--- src/adc_mode_defs.vh ---
`ifndef ADC_MODE_DEFS_VH
`define ADC_MODE_DEFS_VH

// Register indexes; byte address is four times the index
`define IDX_RATE_FILTER   6'h02
`define IDX_CONV_CTRL     6'h03
`define IDX_AUX_PIN       6'h04
`define IDX_SEQ_STATUS    6'h08

// Reset values
`define RST_RATE_FILTER   8'h24
`define RST_CONV_CTRL     8'h01
`define RST_AUX_PIN       8'h00
`define RST_RATE_DECISPS  19'd200
`define RST_FILTER_ONEHOT 5'h10

// Field positions
`define RATE_MSB          7
`define RATE_LSB          3
`define FILT_MSB          2
`define FILT_LSB          0
`define CTRL_RSVD_BIT     7
`define OPMODE_MSB        6
`define OPMODE_LSB        5
`define ONE_SHOT_BIT      4
`define WAIT_MSB          3
`define WAIT_LSB          0
`define LINK_MSB          7
`define LINK_LSB          4
`define DIR_MSB           3
`define DIR_LSB           0
`define AUX_PIN_COUNT     4

// Field encodings
`define FILT_SINC1        3'h0
`define FILT_SINC2        3'h1
`define FILT_SINC3        3'h2
`define FILT_SINC4        3'h3
`define FILT_FIR          3'h4
`define OPMODE_NORMAL     2'h0
`define OPMODE_CHOP       2'h1
`define OPMODE_AC2        2'h2
`define OPMODE_AC4        2'h3
`define RATE_25600        5'h0f
`define RATE_TOP_FIRST    5'h10
`define WAIT_ZERO         4'h0
`define WAIT_LAST_VALID   4'hd

// AHB encodings
`define HTRANS_NONSEQ_BIT 1
`define HSIZE_WORD        3'h2
`define HRESP_OKAY        1'b0

// Start-wait times in ns, referenced to the converter clock below
`define CONV_CLK_HZ       64'd7372800
`define NS_PER_S          64'd1000000000
`define WAIT_T1_NS        64'd50000
`define WAIT_T2_NS        64'd59000
`define WAIT_T3_NS        64'd67000
`define WAIT_T4_NS        64'd85000
`define WAIT_T5_NS        64'd119000
`define WAIT_T6_NS        64'd189000
`define WAIT_T7_NS        64'd328000
`define WAIT_T8_NS        64'd605000
`define WAIT_T9_NS        64'd1160000
`define WAIT_T10_NS       64'd2270000
`define WAIT_T11_NS       64'd4490000
`define WAIT_T12_NS       64'd8930000
`define WAIT_T13_NS       64'd17800000
`define WAIT_CNT_W        18
// Converter clock cycles for a wait, rounded up
`define WAIT_CYC(t) ((((t) * `CONV_CLK_HZ) + `NS_PER_S - 64'd1) / `NS_PER_S)

`endif

--- src/conversion_mode_cfg.v ---
// Summary of operation
// - The rate-and-filter register sits at index 0x02 and resets to 0x24.
// - Bits 7 to 3 of that register hold the read/write rate code, reset 00100.
// - Rate codes 00000 to 01111 pick 2.5 up to 25600 samples per second, 20 by default.
// - Rate codes 10000 to 11111 all pick 40000 samples per second at a 10.24 MHz clock.
// - Bits 2 to 0 pick sinc1, sinc2, sinc3, sinc4 or FIR, reset FIR, codes 101 to 111 reserved.
// - The conversion-control register sits at index 0x03, resets to 0x01, and bit 7 is kept zero.
// - Bits 6 to 5 pick normal, chop, two-wire or four-wire excitation, the latter two on the larger part only.
// - Bit 4 picks continuous conversions when clear and a single conversion when set.
// - Bits 3 to 0 set the start wait, referenced to 7.3728 MHz, reset 0001.
// - Wait codes 0000 to 1101 map to 0 us up to 17.8 ms; 1110 and 1111 are reserved.
// - The auxiliary-pin register sits at index 0x04, resets to 0x00, link bits high, direction bits low.
// - A set link bit joins auxiliary pin n to its analog input, pin 3 on input five down to pin 0 on input two.
// - A clear direction bit makes the pin an output, a set one makes it an input.
//
// The implementer's own choice: the AHB-Lite register port.
`timescale 1ns/10ps
`default_nettype none
`include "adc_mode_defs.vh"

module conversion_mode_cfg #(
	parameter HAS_EXCITATION = 1
) (
	input  wire        hclk,
	input  wire        hresetn,
	input  wire        hsel,
	input  wire [31:0] haddr,
	input  wire [1:0]  htrans,
	input  wire        hwrite,
	input  wire [2:0]  hsize,
	input  wire [31:0] hwdata,
	input  wire        hready,
	output wire        hreadyout,
	output wire        hresp,
	output reg  [31:0] hrdata,
	input  wire        conv_clk_pin,
	input  wire        start_req,
	input  wire        stop_req,
	input  wire        conv_done,
	output wire [4:0]  output_rate_code,
	output reg  [18:0] rate_decisps,
	output reg         rate_is_top,
	output wire [2:0]  filter_code,
	output reg  [4:0]  filter_onehot,
	output wire [1:0]  op_mode,
	output reg         chop_en,
	output reg         ac_excite_en,
	output reg         ac_four_wire,
	output wire        one_shot_select,
	output wire [3:0]  start_wait_code,
	output wire        wait_active,
	output wire        conv_run,
	output wire        conv_idle,
	output wire        cfg_fault,
	output wire [3:0]  aux_pin_link,
	output wire [3:0]  aux_pin_dir_input,
	output wire [3:0]  aux_pin_oe
);

	localparam [1:0] ST_IDLE = 2'h0;
	localparam [1:0] ST_WAIT = 2'h1;
	localparam [1:0] ST_RUN  = 2'h2;

	reg  [7:0]  rate_filter_q;
	reg  [7:0]  conversion_ctrl_q;
	reg  [7:0]  aux_pin_q;
	reg  [1:0]  state_q;
	reg  [1:0]  state_d;
	reg         wr_pend_q;
	reg         rd_pend_q;
	reg  [5:0]  idx_q;
	reg         mapped_q;
	reg         word_q;
	reg         filt_rsvd;
	reg         wait_rsvd;
	reg         zero_wait_fast;
	reg  [7:0]  ctrl_wr;
	reg  [31:0] rd_word;
	wire        addr_phase;
	wire [5:0]  idx_in;
	wire        mapped_in;
	wire        wait_start;
	wire        wait_done;
	wire        wait_busy;
	wire        do_write;
	wire [7:0]  status_word;
	reg         wait_active_q;
	reg         conv_run_q;
	reg         conv_idle_q;
	reg         cfg_fault_q;
	genvar      pin;

	// Tenths of samples per second for a rate code
	function [18:0] rate_lookup;
		input [4:0] code;
		begin
			case (code)
				5'h00: rate_lookup = 19'd25;
				5'h01: rate_lookup = 19'd50;
				5'h02: rate_lookup = 19'd100;
				5'h03: rate_lookup = 19'd166;
				5'h04: rate_lookup = 19'd200;
				5'h05: rate_lookup = 19'd500;
				5'h06: rate_lookup = 19'd600;
				5'h07: rate_lookup = 19'd1000;
				5'h08: rate_lookup = 19'd4000;
				5'h09: rate_lookup = 19'd12000;
				5'h0a: rate_lookup = 19'd24000;
				5'h0b: rate_lookup = 19'd48000;
				5'h0c: rate_lookup = 19'd72000;
				5'h0d: rate_lookup = 19'd144000;
				5'h0e: rate_lookup = 19'd192000;
				5'h0f: rate_lookup = 19'd256000;
				default: rate_lookup = 19'd400000;
			endcase
		end
	endfunction

	// Index is mapped when it names one of the registers
	function idx_mapped;
		input [5:0] idx;
		begin
			case (idx)
				`IDX_RATE_FILTER: idx_mapped = 1'b1;
				`IDX_CONV_CTRL:   idx_mapped = 1'b1;
				`IDX_AUX_PIN:     idx_mapped = 1'b1;
				`IDX_SEQ_STATUS:  idx_mapped = 1'b1;
				default:          idx_mapped = 1'b0;
			endcase
		end
	endfunction

	// Operating mode compare, shared by the mode decodes
	function mode_is;
		input [1:0] mode;
		input [1:0] code;
		begin
			mode_is = (mode == code);
		end
	endfunction

	// AHB-Lite slave: writes take no wait state, reads take one
	assign addr_phase = hsel & hready & htrans[`HTRANS_NONSEQ_BIT];
	assign idx_in     = haddr[7:2];
	assign mapped_in  = (haddr[31:8] == 24'h000000) && (haddr[1:0] == 2'h0) && idx_mapped(idx_in);
	assign hreadyout  = ~rd_pend_q;
	assign hresp      = `HRESP_OKAY;
	assign do_write   = wr_pend_q & mapped_q & word_q;

	always @(posedge hclk or negedge hresetn) begin
		if (!hresetn) begin
			wr_pend_q <= 1'b0;
			rd_pend_q <= 1'b0;
			idx_q     <= 6'h00;
			mapped_q  <= 1'b0;
			word_q    <= 1'b0;
		end else begin
			rd_pend_q <= 1'b0;
			if (hready) begin
				wr_pend_q <= addr_phase & hwrite;
				rd_pend_q <= addr_phase & ~hwrite;
			end else begin
				wr_pend_q <= 1'b0;
			end
			if (addr_phase) begin
				idx_q    <= idx_in;
				mapped_q <= mapped_in;
				word_q   <= (hsize == `HSIZE_WORD);
			end
		end
	end

	// Excitation codes are dropped on the smaller part
	always @* begin
		ctrl_wr = hwdata[7:0];
		ctrl_wr[`CTRL_RSVD_BIT] = 1'b0;
		if ((HAS_EXCITATION == 0) && hwdata[`OPMODE_MSB]) begin
			ctrl_wr[`OPMODE_MSB:`OPMODE_LSB] = conversion_ctrl_q[`OPMODE_MSB:`OPMODE_LSB];
		end
	end

	always @(posedge hclk or negedge hresetn) begin
		if (!hresetn) begin
			rate_filter_q     <= `RST_RATE_FILTER;
			conversion_ctrl_q <= `RST_CONV_CTRL;
			aux_pin_q         <= `RST_AUX_PIN;
		end else if (do_write) begin
			case (idx_q)
				`IDX_RATE_FILTER: rate_filter_q <= hwdata[7:0];
				`IDX_CONV_CTRL:   conversion_ctrl_q <= ctrl_wr;
				`IDX_AUX_PIN:     aux_pin_q <= hwdata[7:0];
				default: ;
			endcase
		end
	end

	// Status: fault flags, timer busy and sequencer state
	assign status_word = {2'h0, zero_wait_fast, wait_rsvd, filt_rsvd, wait_busy, state_q};

	always @* begin
		rd_word = 32'h00000000;
		case (idx_q)
			`IDX_RATE_FILTER: rd_word[7:0] = rate_filter_q;
			`IDX_CONV_CTRL:   rd_word[7:0] = conversion_ctrl_q;
			`IDX_AUX_PIN:     rd_word[7:0] = aux_pin_q;
			`IDX_SEQ_STATUS:  rd_word[7:0] = status_word;
			default:          rd_word = 32'h00000000;
		endcase
	end

	// Read data is loaded in the wait state and held until the next read
	always @(posedge hclk or negedge hresetn) begin
		if (!hresetn) begin
			hrdata <= 32'h00000000;
		end else if (rd_pend_q) begin
			hrdata <= mapped_q ? rd_word : 32'h00000000;
		end
	end

	// Field outputs
	assign output_rate_code  = rate_filter_q[`RATE_MSB:`RATE_LSB];
	assign filter_code       = rate_filter_q[`FILT_MSB:`FILT_LSB];
	assign op_mode           = conversion_ctrl_q[`OPMODE_MSB:`OPMODE_LSB];
	assign one_shot_select   = conversion_ctrl_q[`ONE_SHOT_BIT];
	assign start_wait_code   = conversion_ctrl_q[`WAIT_MSB:`WAIT_LSB];

	// One slice per auxiliary pin; the pin is driven while its direction bit is clear
	generate
		for (pin = 0; pin < `AUX_PIN_COUNT; pin = pin + 1) begin : g_aux_pin
			assign aux_pin_link[pin]      = aux_pin_q[`LINK_LSB + pin];
			assign aux_pin_dir_input[pin] = aux_pin_q[`DIR_LSB + pin];
			assign aux_pin_oe[pin]        = ~aux_pin_q[`DIR_LSB + pin];
		end
	endgenerate

	// Decoded configuration, registered for the conversion engine
	always @(posedge hclk or negedge hresetn) begin
		if (!hresetn) begin
			rate_decisps  <= `RST_RATE_DECISPS;
			rate_is_top   <= 1'b0;
			filter_onehot <= `RST_FILTER_ONEHOT;
			chop_en       <= 1'b0;
			ac_excite_en  <= 1'b0;
			ac_four_wire  <= 1'b0;
		end else begin
			rate_decisps <= rate_lookup(output_rate_code);
			rate_is_top  <= (output_rate_code >= `RATE_TOP_FIRST);
			case (filter_code)
				`FILT_SINC1: filter_onehot <= 5'h01;
				`FILT_SINC2: filter_onehot <= 5'h02;
				`FILT_SINC3: filter_onehot <= 5'h04;
				`FILT_SINC4: filter_onehot <= 5'h08;
				`FILT_FIR:   filter_onehot <= 5'h10;
				default:     filter_onehot <= 5'h00;
			endcase
			chop_en      <= mode_is(op_mode, `OPMODE_CHOP);
			ac_excite_en <= mode_is(op_mode, `OPMODE_AC2) || mode_is(op_mode, `OPMODE_AC4);
			ac_four_wire <= mode_is(op_mode, `OPMODE_AC4);
		end
	end

	// Settings that software should avoid are flagged, not blocked
	always @* begin
		filt_rsvd      = (filter_code > `FILT_FIR);
		wait_rsvd      = (start_wait_code > `WAIT_LAST_VALID);
		zero_wait_fast = (start_wait_code == `WAIT_ZERO) &&
		                 (output_rate_code >= `RATE_25600);
	end

	// Fault output comes from a flop, one cycle after the register change
	always @(posedge hclk or negedge hresetn) begin
		if (!hresetn) begin
			cfg_fault_q <= 1'b0;
		end else begin
			cfg_fault_q <= filt_rsvd | wait_rsvd | zero_wait_fast;
		end
	end
	assign cfg_fault = cfg_fault_q;

	// Conversion sequencer: every conversion start goes through the wait
	always @* begin
		state_d = state_q;
		case (state_q)
			ST_IDLE: begin
				if (start_req) begin
					state_d = ST_WAIT;
				end
			end
			ST_WAIT: begin
				if (stop_req) begin
					state_d = ST_IDLE;
				end else if (wait_done) begin
					state_d = ST_RUN;
				end
			end
			ST_RUN: begin
				if (stop_req) begin
					state_d = ST_IDLE;
				end else if (conv_done) begin
					if (one_shot_select) begin
						state_d = ST_IDLE;
					end else begin
						state_d = ST_WAIT;
					end
				end
			end
			default: state_d = ST_IDLE;
		endcase
	end

	always @(posedge hclk or negedge hresetn) begin
		if (!hresetn) begin
			state_q <= ST_IDLE;
		end else begin
			state_q <= state_d;
		end
	end

	assign wait_start  = (state_d == ST_WAIT) && (state_q != ST_WAIT);

	// Loaded from the next state, so these flops stay in step with state_q
	always @(posedge hclk or negedge hresetn) begin
		if (!hresetn) begin
			wait_active_q <= 1'b0;
			conv_run_q    <= 1'b0;
			conv_idle_q   <= 1'b1;
		end else begin
			wait_active_q <= (state_d == ST_WAIT);
			conv_run_q    <= (state_d == ST_RUN);
			conv_idle_q   <= (state_d == ST_IDLE);
		end
	end
	assign wait_active = wait_active_q;
	assign conv_run    = conv_run_q;
	assign conv_idle   = conv_idle_q;

	start_wait_timer u_wait (
		.hclk         (hclk),
		.hresetn      (hresetn),
		.conv_clk_pin (conv_clk_pin),
		.start        (wait_start),
		.wait_code    (start_wait_code),
		.busy         (wait_busy),
		.done         (wait_done)
	);

endmodule
`default_nettype wire

--- src/start_wait_timer.v ---
`timescale 1ns/10ps
`default_nettype none
`include "adc_mode_defs.vh"

module start_wait_timer (
	input  wire        hclk,
	input  wire        hresetn,
	input  wire        conv_clk_pin,
	input  wire        start,
	input  wire [3:0]  wait_code,
	output wire        busy,
	output reg         done
);

	reg                     sync1_q;
	reg                     sync2_q;
	reg                     sync3_q;
	reg                     busy_q;
	reg [`WAIT_CNT_W-1:0]   count_q;
	wire                    conv_edge;
	wire [63:0]             load_cyc;

	function [63:0] wait_cycles;
		input [3:0] code;
		begin
			case (code)
				4'h0: wait_cycles = 64'd0;
				4'h1: wait_cycles = `WAIT_CYC(`WAIT_T1_NS);
				4'h2: wait_cycles = `WAIT_CYC(`WAIT_T2_NS);
				4'h3: wait_cycles = `WAIT_CYC(`WAIT_T3_NS);
				4'h4: wait_cycles = `WAIT_CYC(`WAIT_T4_NS);
				4'h5: wait_cycles = `WAIT_CYC(`WAIT_T5_NS);
				4'h6: wait_cycles = `WAIT_CYC(`WAIT_T6_NS);
				4'h7: wait_cycles = `WAIT_CYC(`WAIT_T7_NS);
				4'h8: wait_cycles = `WAIT_CYC(`WAIT_T8_NS);
				4'h9: wait_cycles = `WAIT_CYC(`WAIT_T9_NS);
				4'ha: wait_cycles = `WAIT_CYC(`WAIT_T10_NS);
				4'hb: wait_cycles = `WAIT_CYC(`WAIT_T11_NS);
				4'hc: wait_cycles = `WAIT_CYC(`WAIT_T12_NS);
				// Reserved codes fall back to the longest wait
				default: wait_cycles = `WAIT_CYC(`WAIT_T13_NS);
			endcase
		end
	endfunction

	assign load_cyc  = wait_cycles(wait_code);
	assign conv_edge = sync2_q & ~sync3_q;
	assign busy      = busy_q;

	// Converter clock pin is sampled through two flops before use
	always @(posedge hclk or negedge hresetn) begin
		if (!hresetn) begin
			sync1_q <= 1'b0;
			sync2_q <= 1'b0;
			sync3_q <= 1'b0;
		end else begin
			sync1_q <= conv_clk_pin;
			sync2_q <= sync1_q;
			sync3_q <= sync2_q;
		end
	end

	// Wait counts converter clock edges, so it scales with that clock
	always @(posedge hclk or negedge hresetn) begin
		if (!hresetn) begin
			busy_q  <= 1'b0;
			count_q <= {`WAIT_CNT_W{1'b0}};
			done    <= 1'b0;
		end else begin
			done <= 1'b0;
			if (start) begin
				busy_q  <= 1'b1;
				count_q <= load_cyc[`WAIT_CNT_W-1:0];
			end else if (busy_q) begin
				if (count_q == {`WAIT_CNT_W{1'b0}}) begin
					busy_q <= 1'b0;
					done   <= 1'b1;
				end else if (conv_edge) begin
					count_q <= count_q - {{(`WAIT_CNT_W-1){1'b0}}, 1'b1};
				end
			end
		end
	end

endmodule
`default_nettype wire

--- config.mk ---
export PLATFORM = sky130hd
export DESIGN_NAME = conversion_mode_cfg
export DESIGN_NICKNAME = d
export VERILOG_FILES = /design/src/conversion_mode_cfg.v /design/src/start_wait_timer.v
export VERILOG_INCLUDE_DIRS = /design/src
export SDC_FILE = /design/constraint.sdc
export NUM_CORES = 1
export LEC_CHECK = 0
export BUFFER_PORTS_ARGS = -buffer_cell sky130_fd_sc_hd__buf_2
export CAP_MARGIN = 40
export CORE_ASPECT_RATIO = 0.5
export CORE_MARGIN = 4
export CORE_UTILIZATION = 50
export DETAILED_ROUTE_END_ITERATION = 12
export PLACE_DENSITY = 0.8
export SLEW_MARGIN = 20
export SYNTH_ARGS = -nofsm -noshare
export SYNTH_HDL_FRONTEND = slang
export SYNTH_HIERARCHICAL = 1
export SYNTH_SLANG_ARGS = --single-unit
--- constraint.sdc ---
create_clock -name hclk -period 5.6 [get_ports hclk]
set_input_delay 0.28 -clock hclk [delete_from_list [all_inputs] [get_ports hclk]]
set_output_delay 0.28 -clock hclk [all_outputs]
set_load 0.02 [all_outputs]
==> impl_metrics.ini <==
[clock_network]
clkSlewWorstSetupHoldPaths_ps = 70
cts_tree = yes
worstSkewPairLatency_ps = 340
cts-root-buf = clkbuf_16
holdBufCountCts = 1
clock-sinks = 98
post_cts_resized = 0
post-cts-setup-buffers = 0
cts_buffers = 9
clockBufferDepth = 2
htree_num_levels = 3

[yosys]
netlist_area_sq_um = 5050
synth.largest_area_cell = dfrtp_1
yosysMostFrequentCell = dfrtp_1
netlist_top_cells_count = 90 x dfrtp_1, 40 x nor2_1, 35 x mux2_2, 32 x nand2_1, 28 x o21ai_0
ys_top_cells_by_area = dfrtp_1 45%, mux2_2 7.8%, ha_1 4.7%
synthArstFlopShare = 1.00
yosysWarningCount = 6
synth-main-ff-cell = dfrtp_1
ys_types = 58
ys_seq_elements = 98
synthCells = 485
syn_avg_cell_area_sq_um = 10.4
synth_top_area_share = 0.446
synth_edf_count = 0
ys_seq_area_frac = 0.488

[die]
die_h_microns = 79.0
floorplan.initialDensity = 0.524
ios = 171
core_area_sq_um = 9630
die_area_sq_um = 11900
die_x_microns = 150
rows = 25

[hold_path]
min_to = u_wait/sync1_q$_DFF_PN0_
min_path_type = input port to register
hold_path_depth = 1
hold_start = conv_clk_pin

[power]
p_leak_nw = 2.89
peakVddDrop_uv = 169
power_density_nw_per_um2 = 321

[global_routing]
grt_pass1_vias = 4003
antenna_found_initial = 0
grt_usage = 0.211
grt_max_degree = 60
grt_overflow = 0
grt_pass1_wl_microns = 20000

[placement]
placed_cell_area_sq_um = 5650
gp_congestion = 0.847
port_buffers = 120
hpwl_microns = 8820

[route]
drc = 0
postRouteAntennaNets = 0
viasPerCell = 5.53
drt_iter0_drc = 338
wl_microns = 12300
firstDrtPassIters = 5
wl_per_cell_microns = 16.7
dr_total_vias = 4090

[run_status]
outcome = completed

[sta]
tns_ps = 0
fin_skew_ps = 8.91
fmax_mhz = 297
rsz0062_at_grt = false
hold_viol_final = 0
report.final.slew_viol_count = 0
setup_violations = 0
final.period_utilization = 0.601
tightest_slew_ps = 860
slew_headroom = 0.425
min_period_ps = 3360

[worst_setup_path]
regToRegSetupSlack_ps = 2240
path_cells = nor3b_1, a31oi_1, o21ai_0, nor2b_2, buf_4, inv_1, nand2_1, o21a_1, nor2_1, nor4_1
ff2ff_path_depth = 10
cp_top_family = simple AND/OR/NAND/NOR gates
critPathCaptureType = register
cp.required_ps = 5830
cp_slowest_stage_delay_ps = 470
cp_max_fo = 34
start_kind = register
r2r-end = u_wait/count_q[10]$_DFFE_PN0P_
worstSetupPathType = register to register
slowest_stage = dfrtp_1
critPathArrivalTime_ps = 3590
cp_num_buf_inv = 2
timing.rr.start = state_q[1]$_DFF_PN0_

[layout]
layout-drive-gt1-share = 0.318
fin_area_sq_um = 5970
nNetsFinal = 696
nFillCells = 807
area_delta_synth_final_pct = 18.4
diodes = 0

[run]
max_cap_viol_count = 0
-- power by group --
group          internal, mW  switching, mW
logic                 0.162          0.237
registers             0.788         0.0974
clock network         0.362          0.271
-- sequential cells by signal, summed over array words and instances (netlist names), 2 cells and up --
register	flops
u_wait/count_q	18
hrdata	8
filter_onehot	5
rate_decisps	19
aux_pin_q	8
state_q	2
idx_q	6
conversion_ctrl_q	7
rate_filter_q	8
-- routing by layer --
metal | vias to the layer above | global-route usage | share of wire
li1 | 1930 | - | -
met1 | 1982 | 0.260 | 0.41
met2 | 160 | 0.370 | 0.50
met3 | 18 | 0.0536 | 0.070
met4 | 0 | 0.0630 | 0.016
met5 | - | 0 | 0
-- worst max path at each step --
| stage | startpoint | endpoint | slack, ps | depth (start not counted) |
|---|---|---|---|---|
| CTS | state_q[1]$_DFF_PN0_ | u_wait/count_q[10]$_DFFE_PN0P_ | 2310 | 10 |
| global placement | state_q[0]$_DFF_PN0_ | u_wait/count_q[6]$_DFFE_PN0P_ | 2610 | 9 |
| finish | state_q[1]$_DFF_PN0_ | u_wait/count_q[10]$_DFFE_PN0P_ | 2240 | 10 |
| global route | state_q[1]$_DFF_PN0_ | u_wait/count_q[6]$_DFFE_PN0P_ | 2040 | 10 |
| detailed placement | state_q[1]$_DFF_PN0_ | u_wait/count_q[10]$_DFFE_PN0P_ | 2460 | 10 |
| floorplan | u_wait/count_q[0]$_DFFE_PN0P_ | u_wait/count_q[16]$_DFFE_PN0P_ | 3050 | 8 |
-- per-stage QoR --
step           total power, mW  hold WS, ps  utilization  setup slack, ps  std cells
4_1_cts                   1.92         33.8        0.620             2310        738
3_3_place_gp              1.27          281        0.587             2610        721
2_1_floorplan             1.17        -15.6            -             3050        509
5_1_grt                   2.02         38.9        0.620             2040        739
3_5_place_dp              1.29          288        0.587             2460        721
6_report                  1.92         42.5        0.620             2240        739
-- placed cells by master, fill, tap and decap left out, types with 3 or more instances in the layout --
cell and n:
nand2b_1 5, ha_1 19, a21o_1 6, a222oi_1 5
clkbuf_16 9, buf_4 3, a31oi_1 3, xor2_1 3
nand4_1 3, and4_1 4, mux2_2 35, mux2i_1 4
a21oi_1 16, nor2b_1 5, or4_1 6, nand2_1 32
nand3_1 6, and2_1 3, dfrtp_1 90, nor3_1 17
o21ai_0 28, a211oi_1 4, a22oi_1 7, nor4_1 13
nor3b_1 6, nor2_1 40, and3_1 4, conb_1 25
o21ai_1 3, dfstp_2 8, inv_1 19, or3_1 4
or4_4 3, o2bb2ai_1 7, buf_2 119
-- cell families (layout without fill, tap and decap cells) --
group           count (synthesis)  after routing  synth area share
simple gates                  160            160             0.170
compound gates                 99             99             0.130
flops                          98             98             0.488
buf+inv                        65            160            0.0689
mux                            40             40            0.0905
fa+ha+maj                      19             19            0.0471
xor+xnor                        3              3           0.00521
other cells                     1             25          0.000743
-- area by class of cell --
cell class	count	area, sq um	share of cell area
inverter	20	75.1	0.0126
timing repair buffer	124	633	0.106
sequential	98	2460	0.412
clock inverter	5	63.8	0.0107
multi-input combinational	346	2330	0.390
tap	135	169	0.0283
clock buffer	11	243	0.0406
-- worst register-to-register path, cell delays in order (launching register included) --
cell and delay, ps:
dfrtp_1 470, nor3b_1 300, a31oi_1 100, o21ai_0 360
nor2b_2 220, buf_4 340, inv_1 350, nand2_1 300
o21a_1 410, nor2_1 80, nor4_1 320
Note: power is estimated with default switching activity, not from simulation.
